--- config.mk ---
export PLATFORM = sky130hd
export DESIGN_NAME = pimd_top
export DESIGN_NICKNAME = d
export VERILOG_FILES = /design/src/verilog/pimd_sync.v /design/src/verilog/pimd_top.v
export VERILOG_INCLUDE_DIRS = /design/src /design/src/verilog
export SDC_FILE = /design/constraint.sdc
export NUM_CORES = 1
export LEC_CHECK = 0
export ABC_AREA = 0
export BUFFER_PORTS_ARGS = -buffer_cell sky130_fd_sc_hd__buf_4
export CORE_MARGIN = 10
export CORE_UTILIZATION = 40
export DETAILED_ROUTE_END_ITERATION = 10
export GPL_ROUTABILITY_DRIVEN = 0
export PLACE_DENSITY_LB_ADDON = 0.25
export SKIP_LAST_GASP = 1
export SLEW_MARGIN = 25
export SYNTH_ARGS = -nofsm -noshare
export SYNTH_HDL_FRONTEND = slang
export SYNTH_SLANG_ARGS = --single-unit
--- constraint.sdc ---
create_clock -name sys_clk_i -period 3.6 [get_ports sys_clk_i]
set_clock_uncertainty 0.15 [all_clocks]
set_input_delay 0 -clock sys_clk_i [delete_from_list [all_inputs] [get_ports sys_clk_i]]
set_output_delay 0 -clock sys_clk_i [all_outputs]
set_load 0.005 [all_outputs]
--- src/verilog/pimd_defs.vh ---
// Constants for the pulse input mode decoder
`ifndef PIMD_DEFS_VH
`define PIMD_DEFS_VH

// ---------------------------------------------------------------
// Register offsets (word addresses on the plain register port)
// ---------------------------------------------------------------
`define PIMD_ADDR_W          4
`define PIMD_OFF_MODE0       4'h0
`define PIMD_OFF_MODE1       4'h1
`define PIMD_OFF_COND0       4'h2
`define PIMD_OFF_COND1       4'h3
`define PIMD_OFF_ROUTE       4'h4
`define PIMD_OFF_STATUS      4'h5
`define PIMD_OFF_VARIANT     4'h6

// ---------------------------------------------------------------
// Mode codes: bits 3:1 select the family, bit 0 picks down
// ---------------------------------------------------------------
`define PIMD_MODE_W          4
`define PIMD_MODE_USER       4'h0
`define PIMD_MODE_P1X1_UP    4'h2
`define PIMD_MODE_P1X1_DN    4'h3
`define PIMD_MODE_P1X2_UP    4'h4
`define PIMD_MODE_P1X2_DN    4'h5
`define PIMD_MODE_CW_UP      4'h6
`define PIMD_MODE_CW_DN      4'h7
`define PIMD_MODE_P2X1_UP    4'h8
`define PIMD_MODE_P2X1_DN    4'h9
`define PIMD_MODE_P2X2_UP    4'hA
`define PIMD_MODE_P2X2_DN    4'hB
`define PIMD_MODE_P2X4_UP    4'hC
`define PIMD_MODE_P2X4_DN    4'hD

// ---------------------------------------------------------------
// Detection condition bit positions (bit n-1 is condition n)
// ---------------------------------------------------------------
`define PIMD_NCOND           16
`define PIMD_C_A_RISE        0
`define PIMD_C_A_FALL        1
`define PIMD_C_A_LOW         2
`define PIMD_C_A_HIGH        3
`define PIMD_C_B_RISE        4
`define PIMD_C_B_FALL        5
`define PIMD_C_B_LOW         6
`define PIMD_C_B_HIGH        7
`define PIMD_C_AR_BL         8
`define PIMD_C_AR_BH         9
`define PIMD_C_AF_BL         10
`define PIMD_C_AF_BH         11
`define PIMD_C_AL_BR         12
`define PIMD_C_AH_BR         13
`define PIMD_C_AL_BF         14
`define PIMD_C_AH_BF         15

// ---------------------------------------------------------------
// Route field: 0 none, 1 counter up, 2 counter down, 3 run,
// 4 stop, 5 preset, 6 set/reset output; bit 4 enables, bit 5 picks event line
// ---------------------------------------------------------------
`define PIMD_ROUTE_W         4
`define PIMD_DST_NONE        3'h0
`define PIMD_DST_UP          3'h1
`define PIMD_DST_DOWN        3'h2
`define PIMD_DST_RUN         3'h3
`define PIMD_DST_STOP        3'h4
`define PIMD_DST_PRESET      3'h5
`define PIMD_DST_SETRST      3'h6
`define PIMD_ROUTE_EVT_EN    4
`define PIMD_ROUTE_EVT_SEL   5

// Reset values
`define PIMD_RST_MODE        4'h0
`define PIMD_RST_COND        16'h0000
`define PIMD_RST_ROUTE       12'h000

`endif

--- src/verilog/pimd_sync.v ---
// Three-stage input synchroniser with agreement filter
`timescale 1ns/1ns
module pimd_sync #(
  parameter RST_VAL = 1'b0            // Level held during reset
) (
  input  wire sys_clk_i,              // Module clock
  input  wire sys_rst_i,              // Synchronous reset, active high
  input  wire pin_i,                  // Asynchronous pin
  output reg  level_o                 // Filtered, clean level
);

  // -------------------------------------------------------------
  // Sampling chain
  // -------------------------------------------------------------
  reg s1;                             // Metastable stage, read only by s2
  reg s2;                             // Second stage
  reg s3;                             // Third stage

  // Chain; level moves only once stages two and three agree
  always @(posedge sys_clk_i) begin
    if (sys_rst_i) begin
      s1      <= RST_VAL;
      s2      <= RST_VAL;
      s3      <= RST_VAL;
      level_o <= RST_VAL;
    end else begin
      s1 <= pin_i;
      s2 <= s1;
      s3 <= s2;
      if (s2 == s3) begin             // Agreement required
        level_o <= s3;
      end
    end
  end

endmodule

--- src/verilog/pimd_top.v ---
// Pulse input mode decoder: two phase inputs into two detector pulses
// ---------------------------------------------------------------
// ---------------------------------------------------------------
//
// Implementation choices: the register offsets and the strobed register port.
`timescale 1ns/1ns
`include "pimd_defs.vh"
module pimd_top #(
  parameter NDET = 2,                 // Number of detectors
  parameter NCOND = 16                // Conditions per detector
) (
  input  wire        sys_clk_i,       // 20 MHz module clock
  input  wire        sys_rst_i,       // Synchronous reset, active high
  input  wire        phase_a_i,       // Phase A pin
  input  wire        phase_b_i,       // Phase B pin
  input  wire        cnt16_i,         // 1: 16-bit counter variant, 0: 32-bit
  input  wire [3:0]  addr_i,          // Register word address
  input  wire [15:0] wdata_i,         // Write data
  input  wire        wr_i,            // Write strobe
  input  wire        rd_i,            // Read strobe
  output reg  [15:0] rdata_o,         // Read data, one cycle after strobe
  output reg  [1:0]  det_o,           // Raw detector outputs
  output reg         cnt_up_o,        // Counter up terminal
  output reg         cnt_down_o,      // Counter down terminal
  output reg         cnt_run_o,       // Counter run terminal
  output reg         cnt_stop_o,      // Counter stop terminal
  output reg         cnt_preset_o,    // Counter preset terminal
  output reg  [1:0]  setrst_o,        // Set/reset output block strobes
  output reg  [3:0]  event_o          // Event output lines
);

  // -------------------------------------------------------------
  // Functions
  // -------------------------------------------------------------

  // Condition mask for a pulse input mode; user mode uses own mask
  function [15:0] mode_mask;
    input [3:0]  mode;
    input [15:0] user;
    begin
      mode_mask = 16'h0000;
      case (mode)
        `PIMD_MODE_P1X1_UP: mode_mask[`PIMD_C_AR_BL] = 1'b1;
        `PIMD_MODE_P1X1_DN: mode_mask[`PIMD_C_AF_BH] = 1'b1;
        `PIMD_MODE_P1X2_UP: begin
          mode_mask[`PIMD_C_AR_BL] = 1'b1;
          mode_mask[`PIMD_C_AF_BL] = 1'b1;
        end
        `PIMD_MODE_P1X2_DN: begin
          mode_mask[`PIMD_C_AR_BH] = 1'b1;
          mode_mask[`PIMD_C_AF_BH] = 1'b1;
        end
        `PIMD_MODE_CW_UP: mode_mask[`PIMD_C_AR_BL] = 1'b1;
        `PIMD_MODE_CW_DN: mode_mask[`PIMD_C_AL_BR] = 1'b1;
        `PIMD_MODE_P2X1_UP: mode_mask[`PIMD_C_AR_BL] = 1'b1;
        `PIMD_MODE_P2X1_DN: mode_mask[`PIMD_C_AF_BL] = 1'b1;
        `PIMD_MODE_P2X2_UP: begin
          mode_mask[`PIMD_C_AR_BL] = 1'b1;
          mode_mask[`PIMD_C_AF_BH] = 1'b1;
        end
        `PIMD_MODE_P2X2_DN: begin
          mode_mask[`PIMD_C_AR_BH] = 1'b1;
          mode_mask[`PIMD_C_AF_BL] = 1'b1;
        end
        `PIMD_MODE_P2X4_UP: begin
          mode_mask[`PIMD_C_AR_BL] = 1'b1;
          mode_mask[`PIMD_C_AF_BH] = 1'b1;
          mode_mask[`PIMD_C_AH_BR] = 1'b1;
          mode_mask[`PIMD_C_AL_BF] = 1'b1;
        end
        `PIMD_MODE_P2X4_DN: begin
          mode_mask[`PIMD_C_AR_BH] = 1'b1;
          mode_mask[`PIMD_C_AF_BL] = 1'b1;
          mode_mask[`PIMD_C_AL_BR] = 1'b1;
          mode_mask[`PIMD_C_AH_BF] = 1'b1;
        end
        default: mode_mask = user;    // User setting or unused code
      endcase
    end
  endfunction

  // -------------------------------------------------------------
  // Input synchronisers
  // -------------------------------------------------------------
  wire a_lvl;                         // Clean phase A
  wire b_lvl;                         // Clean phase B

  pimd_sync #(.RST_VAL(1'b0)) u_sync_a (
    .sys_clk_i (sys_clk_i),
    .sys_rst_i (sys_rst_i),
    .pin_i     (phase_a_i),
    .level_o   (a_lvl)
  );

  pimd_sync #(.RST_VAL(1'b0)) u_sync_b (
    .sys_clk_i (sys_clk_i),
    .sys_rst_i (sys_rst_i),
    .pin_i     (phase_b_i),
    .level_o   (b_lvl)
  );

  // -------------------------------------------------------------
  // Registers
  // -------------------------------------------------------------
  reg  [3:0]  mode0;                  // Detector 0 pulse input mode
  reg  [3:0]  mode1;                  // Detector 1 pulse input mode
  reg  [15:0] cond0;                  // Detector 0 user condition mask
  reg  [15:0] cond1;                  // Detector 1 user condition mask
  reg  [11:0] route;                  // Two 6-bit route fields
  reg         a_prev;                 // Previous phase A sample
  reg         b_prev;                 // Previous phase B sample
  reg  [1:0]  sticky;                 // Detector seen since last read
  reg         cnt16;                  // Captured variant strap

  // -------------------------------------------------------------
  // Condition vector
  // -------------------------------------------------------------
  // Edges compare the clean level with its registered copy
  wire a_rise = a_lvl & ~a_prev;
  wire a_fall = ~a_lvl & a_prev;
  wire b_rise = b_lvl & ~b_prev;
  wire b_fall = ~b_lvl & b_prev;

  // Edge terms last one cycle, so combined conditions pulse once
  wire [15:0] cond_vec = {
    a_lvl & b_fall,                   // 16 A high + B fall
    ~a_lvl & b_fall,                  // 15 A low + B fall
    a_lvl & b_rise,                   // 14 A high + B rise
    ~a_lvl & b_rise,                  // 13 A low + B rise
    a_fall & b_lvl,                   // 12 A fall + B high
    a_fall & ~b_lvl,                  // 11 A fall + B low
    a_rise & b_lvl,                   // 10 A rise + B high
    a_rise & ~b_lvl,                  // 9 A rise + B low
    b_lvl, ~b_lvl, b_fall, b_rise,    // 8..5
    a_lvl, ~a_lvl, a_fall, a_rise     // 4..1
  };

  // -------------------------------------------------------------
  // Detector evaluation
  // -------------------------------------------------------------
  wire [15:0] mask0 = mode_mask(mode0, cond0);
  wire [15:0] mask1 = mode_mask(mode1, cond1);
  wire [1:0]  next_det;               // Any enabled condition met

  assign next_det[0] = |(cond_vec & mask0);
  assign next_det[1] = |(cond_vec & mask1);

  // -------------------------------------------------------------
  // Routing of each detector
  // -------------------------------------------------------------
  reg       next_up;
  reg       next_down;
  reg       next_run;
  reg       next_stop;
  reg       next_preset;
  reg [1:0] next_setrst;
  reg [3:0] next_event;
  integer   k;

  // Decode destination fields; several detectors OR together
  always @* begin
    next_up     = 1'b0;
    next_down   = 1'b0;
    next_run    = 1'b0;
    next_stop   = 1'b0;
    next_preset = 1'b0;
    next_setrst = 2'b00;
    next_event  = 4'h0;
    for (k = 0; k < NDET; k = k + 1) begin
      case (route[k*6 +: 3])
        `PIMD_DST_UP:     next_up     = next_up     | next_det[k];
        `PIMD_DST_DOWN:   next_down   = next_down   | next_det[k];
        `PIMD_DST_RUN:    next_run    = next_run    | next_det[k];
        `PIMD_DST_STOP:   next_stop   = next_stop   | next_det[k];
        `PIMD_DST_PRESET: next_preset = next_preset | next_det[k];
        `PIMD_DST_SETRST: next_setrst[k] = next_det[k];
        default: ;                    // Unrouted
      endcase
      // Event lines: detector k owns lines 2k and 2k+1, 16-bit only
      if (cnt16 && route[k*6 + `PIMD_ROUTE_EVT_EN]) begin
        next_event[k*2 + route[k*6 + `PIMD_ROUTE_EVT_SEL]] = next_det[k];
      end
    end
  end

  // -------------------------------------------------------------
  // Register write, state and outputs
  // -------------------------------------------------------------
  // Outputs are registered, adding one cycle after the edge
  always @(posedge sys_clk_i) begin
    if (sys_rst_i) begin
      mode0        <= `PIMD_RST_MODE;
      mode1        <= `PIMD_RST_MODE;
      cond0        <= `PIMD_RST_COND;
      cond1        <= `PIMD_RST_COND;
      route        <= `PIMD_RST_ROUTE;
      a_prev       <= 1'b0;
      b_prev       <= 1'b0;
      sticky       <= 2'b00;
      cnt16        <= 1'b0;
      det_o        <= 2'b00;
      cnt_up_o     <= 1'b0;
      cnt_down_o   <= 1'b0;
      cnt_run_o    <= 1'b0;
      cnt_stop_o   <= 1'b0;
      cnt_preset_o <= 1'b0;
      setrst_o     <= 2'b00;
      event_o      <= 4'h0;
    end else begin
      a_prev       <= a_lvl;          // Previous sample
      b_prev       <= b_lvl;
      cnt16        <= cnt16_i;        // Strap resampled every cycle after release
      det_o        <= next_det;       // One cycle per match
      cnt_up_o     <= next_up;
      cnt_down_o   <= next_down;
      cnt_run_o    <= next_run;
      cnt_stop_o   <= next_stop;
      cnt_preset_o <= next_preset;
      setrst_o     <= next_setrst;
      event_o      <= next_event;
      // Sticky: a new detection wins over the read that clears it
      if (rd_i && addr_i == `PIMD_OFF_STATUS) begin
        sticky <= next_det;
      end else begin
        sticky <= sticky | next_det;
      end
      // Register writes
      if (wr_i) begin
        if (addr_i == `PIMD_OFF_MODE0) begin
          mode0 <= wdata_i[3:0];
        end else if (addr_i == `PIMD_OFF_MODE1) begin
          mode1 <= wdata_i[3:0];
        end else if (addr_i == `PIMD_OFF_COND0) begin
          cond0 <= wdata_i;
        end else if (addr_i == `PIMD_OFF_COND1) begin
          cond1 <= wdata_i;
        end else if (addr_i == `PIMD_OFF_ROUTE) begin
          route <= wdata_i[11:0];
        end
      end
    end
  end

  // -------------------------------------------------------------
  // Read port
  // -------------------------------------------------------------
  // Data valid only in the cycle after the strobe, else zero
  always @(posedge sys_clk_i) begin
    if (sys_rst_i || !rd_i) begin
      rdata_o <= 16'h0000;
    end else if (addr_i == `PIMD_OFF_MODE0) begin
      rdata_o <= {12'h000, mode0};
    end else if (addr_i == `PIMD_OFF_MODE1) begin
      rdata_o <= {12'h000, mode1};
    end else if (addr_i == `PIMD_OFF_COND0) begin
      rdata_o <= cond0;
    end else if (addr_i == `PIMD_OFF_COND1) begin
      rdata_o <= cond1;
    end else if (addr_i == `PIMD_OFF_ROUTE) begin
      rdata_o <= {4'h0, route};
    end else if (addr_i == `PIMD_OFF_STATUS) begin
      rdata_o <= {12'h000, b_lvl, a_lvl, sticky};
    end else if (addr_i == `PIMD_OFF_VARIANT) begin
      rdata_o <= {15'h0000, cnt16};
    end else begin
      rdata_o <= 16'h0000;           // Unmapped reads zero
    end
  end

endmodule

==> qor.yml, run 1 <==
setup_tns_ns: 0
synthesis.area_um2: 4290
initial_utilization_pct: 41.4
multi_input_area_um2: 2200
grt_overflow: 0
syn_to_final_growth_pct: 20.2
dieArea_um2: 15300
die_y_um: 124
postLayoutCellArea_um2: 5160
firstDrtPassIters: 5
finalCriticalPeriod_ns: 2.53
r2r_slack_ns: 1.07
path_class: "register to register"
core-area_um2: 10400
rsz0062_at_grt: "no"
wl_met2_um: 5980
crit_chain: "mux2_2 > o211ai_1 > a32oi_1 > a22oi_1 > a211oi_1 > a32o_1"
synthCells: 518
cts_setup_buffers: 0
viasPerCell: 5.56
cp.arrival_ns: 2.63
cp_max_fo: 22
nets: 600
yosysTopAreaCell: "dfxtp_1"
muxShareOfSynthArea_pct: 3.88
highest_layer: "met4"
antenna_left: 0
required_ns: 3.70
cp-end-kind: "register"
avgSynthCellArea_um2: 8.28
wl_met1_um: 5730
relSlewSlack_pct: 44.5
synth_top_family_by_area: "simple AND/OR/NAND/NOR gates"
synth_area_leaders: "dfxtp_1, nand2_1, a21oi_1"
dp_slack_ns: 1.10
synth_most_common_cell: "nand2_1"
clock_latency_ns: 0.37
clock_path_buffers: 2
timing.rr.end: "cnt_run_o"
synth_common_cells: "nand2_1, dfxtp_1, a21oi_1"
yosys.area_share.xor_xnor_pct: 0.816
grt_antenna_before_repair: 0
final_layout_size_suffix_gt1_share_pct: 15.6
cp_num_buf_inv: 0
yosysTopAreaCellShare_pct: 43.8
ff2ff_path_depth: 6
worst_pin_slew_ns: 0.832
dpl.hpwl_um: 8830
cts_made_buffers: 9
grt_start_max_net_pins: 70
critical-path-max-stage-delay_ns: 0.78
r2r-start: "mode0[3]"
clk_pin_slew_worst_paths_ns: 0.10
diodes: 0
finalCritPeriodShare_pct: 70.3
die_x_um: 124
drt_drc_violations_left: 0
worst-path-stages: 6
drtIter0Drc: 437
setup_viol: 0
final-hold-violation-count: 0
io_pins: 56
synth_flop_cell: "dfxtp_1"
yosys_warnings: 0
cp_top_family: "compound AO/OA/AOI/OAI gates"
synthArstFlopShare_pct: 0
rows: 37
crit_path_start_kind: "register"
startpoint: "mode0[3]"
worst_hold_path_type: "primary input to register"
fmax_mhz: 395
wl_per_cell_um: 18.0
ys_seq_area_share_pct: 43.8
root_buffer: "clkbuf_8"
cp-endpoint: "cnt_run_o"
placed_area_um2: 4710
regArea_um2: 1880
synth_edf_count: 0
cts_tree: "built"
htreeDepth: 3
slew_violations: 0
synth_fp_nets: 545
power_density_nw_per_um2: 366
cts.sinks: 94
drv_cap: 0
max-vdd-ir-drop_mv: 0.166
vias: 3968
track_usage_pct: 16.7
ys_ff_latch: 94
numPortBuffers: 55
grt_pass1_wl_um: 20300
synth.distinct_cells: 57
synthSimpleGateAreaFrac_pct: 24.1
routed_wl_um: 12800
synth_fa_ha_area_share_pct: 0
grt_pass1_vias: 3795
crit_path_top_delay_cell: "dfxtp_1"
status: "finished clean"
p_leak_nw: 1.88
fillCellCount: 1036
synth_compound_area_share_pct: 22.6
wl_met3_um: 834
layout_setup_ws_ns: 1.07
[how the worst min path moves through the flow]
stage / to / cells after the start / startpoint / slack (ns)
after floorplan: det_o[0] / 1 / sys_rst_i / -0.07
after global placement: u_sync_a.s1 / 2 / phase_a_i / 0.06
after detailed placement: cnt16 / 2 / cnt16_i / 0.07
after CTS: mode0[0] / 5 / wr_i / 0.004
after global routing: u_sync_a.s2 / 2 / sys_rst_i / 0.03
final: u_sync_a.s2 / 2 / sys_rst_i / 0.02
[through the flow]
| step | cells | utilization (%) | total power, W | hold WS (ns) |
|---|---|---|---|---|
| global placement | 673 | 45.5 | 0.00120 | 0.0605 |
| finish | 714 | 49.7 | 0.00189 | 0.0158 |
| floorplan | 518 | - | 0.00115 | -0.0739 |
| global route | 714 | 49.7 | 0.00196 | 0.0297 |
| CTS | 714 | 49.7 | 0.00189 | 0.00404 |
| detailed placement | 673 | 45.5 | 0.00120 | 0.0687 |
[layer usage]
layer	GRT usage, %	up-vias
li1	-	1917
met1	21.7	1897
met2	26.0	131
met3	4.39	23
met4	6.04	0
met5	0	-
[cells in the final DEF (no fill, tap or decap), types with 8 or more instances in the layout]
master	instances
o21ai_0	15
and2_1	8
nor2b_1	20
dlygate4sd3_1	25
nor2_1	21
buf_4	58
dfxtp_1	94
clkbuf_8	11
mux2i_1	11
a22oi_1	22
nand2b_1	9
nand2_1	117
a21oi_1	66
[area by class of cell]
| cell class | count | area share, % |
|---|---|---|
| multi-input cells | 379 | 42.7 |
| flip-flops and latches | 94 | 36.5 |
| repair buffers | 83 | 13.3 |
| well taps | 136 | 3.30 |
| clock buffers | 11 | 2.93 |
| clock inverters | 5 | 0.825 |
| inverters | 6 | 0.437 |
[state kept, by name, summed over array words and instances, names as in the netlist, 2 cells and up]
name / count
mode0: 4
sticky: 2
rdata_o: 16
cond0: 16
mode1: 4
setrst_o: 2
route: 12
event_o: 4
det_o: 2
cond1: 16
[where the power goes]
part / leakage (nW) / internal [W] / switching, W / total [W]
Sequential: 0.759 / 0.00105 / 0.0000150 / 0.00107
Clock: 0.0961 / 0.000295 / 0.000390 / 0.000685
Combinational: 1.02 / 0.0000620 / 0.0000734 / 0.000135
Total: 1.88 / 0.00141 / 0.000478 / 0.00189
[timing repair]
action,in CTS,in global routing
resized for setup,0,0
hold buffers,25,0
hold endpoints to repair,61,0
[cell families (layout without fill, tap and decap cells)]
| logic type | count (synthesis) | after routing |
|---|---|---|
| AO/OA/AOI/OAI | 147 | 147 |
| XOR/XNOR | 4 | 4 |
| AND/OR/NAND/NOR | 212 | 212 |
| buffers and inverters | 45 | 105 |
| flip-flops | 94 | 94 |
| multiplexers | 16 | 16 |
(Power assumes the default switching activity.)
==> inputs of run 2 (changes only) <==
clock period = 2 ns   (was 3.6 ns; I/O delays follow)
==> run 2 against run 1 <==
The run now ends with negative setup slack left. Worst hold slack better by 0.23 ns. Sequential share of layout area is 3.1 points lower. Sequential power is 79% higher. Combinational power is 110% higher. Via count is 6.5% higher. Maximum frequency is 20% higher. Global-route usage is 1.2 points higher. Cell count is 7.1% higher.
==> qor.yml, run 2 (synthesized netlist as in run 1, its figures left out) <==
status: "finished with violations"
failed_checks: "negative setup slack"
grt_start_max_net_pins: 42
cp.arrival_ns: 2.22
relSlewSlack_pct: 64.6
numPortBuffers: 55
busiest_layer: "met2"
required_ns: 2.11
final_cell_mix: "nand2_1, buf_4, dfxtp_1"
routed_wl_um: 13500
drv_cap: 0
initial_utilization_pct: 41.4
grt_overflow: 0
clk_pin_slew_worst_paths_ns: 0.10
syn_to_final_growth_pct: 33.0
use_met1_pct: 22.9
rsz0062_at_grt: "yes"
antenna_left: 0
pwr-share-seq_pct: 56.7
io_pins: 56
setup_viol: 9
cp-end-kind: "register"
die_y_um: 124
grt_antenna_before_repair: 0
fmax_mhz: 474
final-hold-violation-count: 0
cts_made_buffers: 9
worst_hold_path_type: "primary input to register"
slew_violations: 0
layout_setup_ws_ns: -0.109
r2r_slack_ns: -0.11
finalCritPeriodShare_pct: 105
wl_per_cell_um: 17.6
dieArea_um2: 15300
cp_max_fo: 4
htreeDepth: 3
clock_latency_ns: 0.38
clockPowerShare_pct: 34.8
gr-usage-met2_pct: 28.7
finalCriticalPeriod_ns: 2.11
crit_path_start_kind: "register"
grt_pass1_wl_um: 21700
cts.sinks: 94
p_total_w: 0.00337
track_usage_pct: 17.9
power_density_nw_per_um2: 590
firstDrtPassIters: 5
diodes: 0
gr-usage-met3_pct: 3.48
worst_pin_slew_ns: 0.527
path_class: "register to register"
die_x_um: 124
viasPerCell: 5.53
switchingPower_w: 0.000854
layout_commonest_cell: "nand2_1"
stdcell_count: 765
max-vdd-ir-drop_mv: 0.426
root_buffer: "clkbuf_8"
p_comb_share_pct: 8.5
place_inst: 717
grt_pass1_vias: 4149
reg_top3: "cond0 x16, cond1 x16, rdata_o x16"
dpl.hpwl_um: 9570
cts_tree: "built"
clock_path_buffers: 2
rows: 37
vias: 4227
p_int_w: 0.00251
p_leak_nw: 2.16
nets: 651
p_sw_share_pct: 25.4
final_layout_size_suffix_gt1_share_pct: 26.4
drt_drc_violations_left: 0
core-area_um2: 10400
drtIter0Drc: 380
## run 2: routing by layer
layer  wire length [um]  vias to the layer above
met5                  0                        -
met1               5770                     2008
met3                806                       38
li1                   -                     2028
met4                352                        0
met2               6530                      153
## run 2: worst max-delay path: stages (launching register included)
cell	delay, ns
dfxtp_4	0.37
or4_4	0.53
o21ai_2	0.08
o22ai_2	0.11
a221oi_4	0.37
a211oi_2	0.15
a32o_1	0.23
## run 2: metrics by stage
stage	util (%)	worst slack [ns]	area, um^2	setup TNS [ns]	hold slack [ns]
floorplan	-	-0.0176	4300	-0.0661	-0.0739
global placement	49.1	-0.125	5090	-1.19	0.0708
detailed placement	49.1	-0.165	5090	-1.76	0.0791
CTS	54.3	-0.116	5630	-0.643	0.239
global route	55.0	-0.170	5710	-1.36	0.255
finish	55.0	-0.109	5710	-0.554	0.246
## run 2: worst paths after layout
| path | startpoint | endpoint | cells past startpoint |
|---|---|---|---|
| worst max-delay path | mode0[1] | cnt_down_o | 6 |
| worst max register to register | mode0[1] | cnt_down_o | 6 |
| worst min-delay path | cnt16_i | cnt16 | 3 |
| worst min register to register | u_sync_a.s1 | u_sync_a.s2 | 1 |
## run 2: final cells by class
class | instances | area (um^2)
fillers | 954 | 4660
repair buffers | 133 | 1120
clock buffers | 11 | 141
clock inverters | 5 | 33.8
well taps | 136 | 170
multi-input cells | 380 | 2310
inverters | 6 | 22.5
flip-flops and latches | 94 | 1900
## run 2: what timing repair did
| item | in CTS | in global routing |
|---|---|---|
| resized for setup | 22 | 18 |
| setup buffers | 2 | 2 |
| endpoints found under the hold margin | 65 | 0 |
| pin swaps | 12 | 15 |
| endpoints found under the setup margin | 14 | 42 |
| gates cloned | 1 | 0 |
| hold buffers | 27 | 0 |
## run 2: power groups by stage
stage	combinational, W	sequential [W]	clock [W]
2_1_floorplan	0.000121	0.00195	0
3_3_place_gp	0.000227	0.00196	0
3_5_place_dp	0.000230	0.00196	0
4_1_cts	0.000278	0.00191	0.00118
5_1_grt	0.000311	0.00191	0.00128
6_report	0.000287	0.00191	0.00117
==> inputs of run 3 (changes only) <==
CORE_ASPECT_RATIO = 1.75   (was not set)
==> run 3 against run 2 <==
The run still ends with negative setup slack left. Register-to-register slack about the same. Critical path depth did not move. Wire length increased by 2.1%. Utilization is 0.39 points higher. Via count is essentially flat. Die area is 1.1% higher. Maximum frequency grew 0.32%. Global-route usage decreased by 0.30 points. Non-clock buffer count rose by 12. Worst hold slack got worse by 0.24 ns. First-iteration DRC count fell by 3.9%.
==> qor.yml, run 3 (synthesized netlist as in run 1, its figures left out) <==
grt_antenna_before_repair: 0
cp_max_fo: 7
reg_top3: "cond0 x16, cond1 x16, rdata_o x16"
track_usage_pct: 17.6
multi_input_area_um2: 2260
whs_path_depth: 4
finalCriticalPeriod_ns: 2.10
wl_per_cell_um: 17.8
numPortBuffers: 55
r2r-start: "mode0[2]"
status: "finished with violations"
rows: 50
finalCritPeriodShare_pct: 105
power_density_nw_per_um2: 706
hold_ws_ns: 0.00905
final-hold-violation-count: 0
cts_made_buffers: 9
layout_commonest_cell: "nand2_1"
holdCritStartpoint: "addr_i[3]"
postLayoutCellArea_um2: 5860
p_sw_share_pct: 21.4
dpl.hpwl_um: 10200
clockPowerShare_pct: 47.0
fmax_mhz: 476
viasPerCell: 5.49
dp_slack_ns: -0.221
rsz0062_at_grt: "yes"
final_cell_mix: "nand2_1, buf_4, dfxtp_1"
grt_overflow: 0
slew_violations: 0
die_y_um: 157
p_total_w: 0.00414
core-area_um2: 10600
antenna_left: 0
grt_pass1_vias: 4355
required_ns: 2.08
initial_utilization_pct: 40.6
die_x_um: 98.3
path_class: "register to register"
relSlewSlack_pct: 59.0
drv_cap: 0
worst_pin_slew_ns: 0.611
clk_pin_slew_worst_paths_ns: 0.07
max-vdd-ir-drop_mv: 0.541
worst_hold_path_type: "primary input to register"
timing.rr.end: "cnt_up_o"
clock_latency_ns: 0.34
whs_endpoint: "rdata_o[2]"
routed_wl_um: 13700
fillCellCount: 984
crit_path_top_delay_cell: "or4_4"
final_layout_size_suffix_gt1_share_pct: 26.1
grt_pass1_wl_um: 21900
p_int_w: 0.00325
syn_to_final_growth_pct: 36.6
drt_drc_violations_left: 0
cp-end-kind: "register"
crit_path_start_kind: "register"
cp.arrival_ns: 2.19
layout_setup_ws_ns: -0.103
failed_checks: "negative setup slack"
critical-path-max-stage-delay_ns: 0.51
final_util_pct: 55.4
cp_top_family: "compound AO/OA/AOI/OAI gates"
htreeDepth: 3
vias: 4231
cts_tree: "built"
r2r_slack_ns: -0.10
dieArea_um2: 15400
drtIter0Drc: 365
placed_area_um2: 5160
crit_chain: "or4_4 > o21ai_2 > o22ai_2 > a221oi_4 > a211oi_2 > a32o_1"
diodes: 0
cts.sinks: 94
firstDrtPassIters: 7
setup_viol: 13
io_pins: 56
pwr-share-seq_pct: 46.2
regArea_um2: 1900
root_buffer: "clkbuf_16"
nets: 662
clock_path_buffers: 2
cp_num_buf_inv: 0
ff2ff_path_depth: 6
grt_start_max_net_pins: 35
p_leak_nw: 2.29
p_comb_share_pct: 6.8
switchingPower_w: 0.000886
==> run 3: changes by cell type in the layout (fill, tap and decap cells not counted), sizes merged <==
cell / previous run / this run
a21oi: 69 / 68
buf: 106 / 116
bufinv: 0 / 3
clkinvlp: 2 / 0
dlygate4sd3: 27 / 28
==> run 3: final cells by class <==
class                   count  share of cell area [%]
repair buffers            145                    20.0
multi-input cells         379                    38.6
clock buffers              10                    3.91
clock inverters             6                    1.86
flip-flops and latches     94                    32.4
inverters                   6                   0.384
well taps                 130                    2.78
==> run 3: timing repair <==
item | CTS | global route
gates resized for setup | 10 | 13
setup buffers | 0 | 2
hold endpoints to repair | 61 | 0
hold buffers | 28 | 0
pin swaps | 5 | 4
endpoints found under the setup margin | 14 | 27
==> run 3: power groups by stage <==
| stage | Clock [W] | Sequential, W | Combinational (W) |
|---|---|---|---|
| 5_1_grt | 0.00205 | 0.00191 | 0.000306 |
| 2_1_floorplan | 0 | 0.00195 | 0.000121 |
| 3_3_place_gp | 0 | 0.00196 | 0.000231 |
| 6_report | 0.00194 | 0.00191 | 0.000282 |
| 3_5_place_dp | 0 | 0.00196 | 0.000234 |
| 4_1_cts | 0.00197 | 0.00191 | 0.000278 |
==> run 3: how the worst max path moves through the flow <==
stage	start	endpoint	depth (start not counted)	slack (ns)
3_5_place_dp	mode1[2]	cnt_up_o	7	-0.22
4_1_cts	mode0[1]	cnt_up_o	6	-0.12
2_1_floorplan	mode0[2]	cnt_down_o	7	-0.02
5_1_grt	mode0[1]	cnt_up_o	6	-0.18
3_3_place_gp	mode1[2]	cnt_up_o	7	-0.16
6_report	mode0[2]	cnt_up_o	6	-0.10
==> run 3: metrics by stage <==
stage	setup TNS [ns]	cells
floorplan	-0.0661	518
global placement	-1.77	724
detailed placement	-2.19	724
CTS	-1.12	768
global route	-1.89	770
finish	-0.997	770
==> run 3: worst register-to-register path, delay by kind of cell, from the launching register on <==
kind | cells | cell delay (ns)
flip-flops | 1 | 0.37
AO/OA/AOI/OAI | 5 | 0.97
AND/OR/NAND/NOR | 1 | 0.51
==> run 3: routing by layer <==
metal	GRT usage (%)	wire, um	vias up
li1	-	-	2050
met1	17.0	5030	2023
met2	33.6	7650	125
met3	3.56	549	33
met4	9.53	515	0
met5	0	0	-
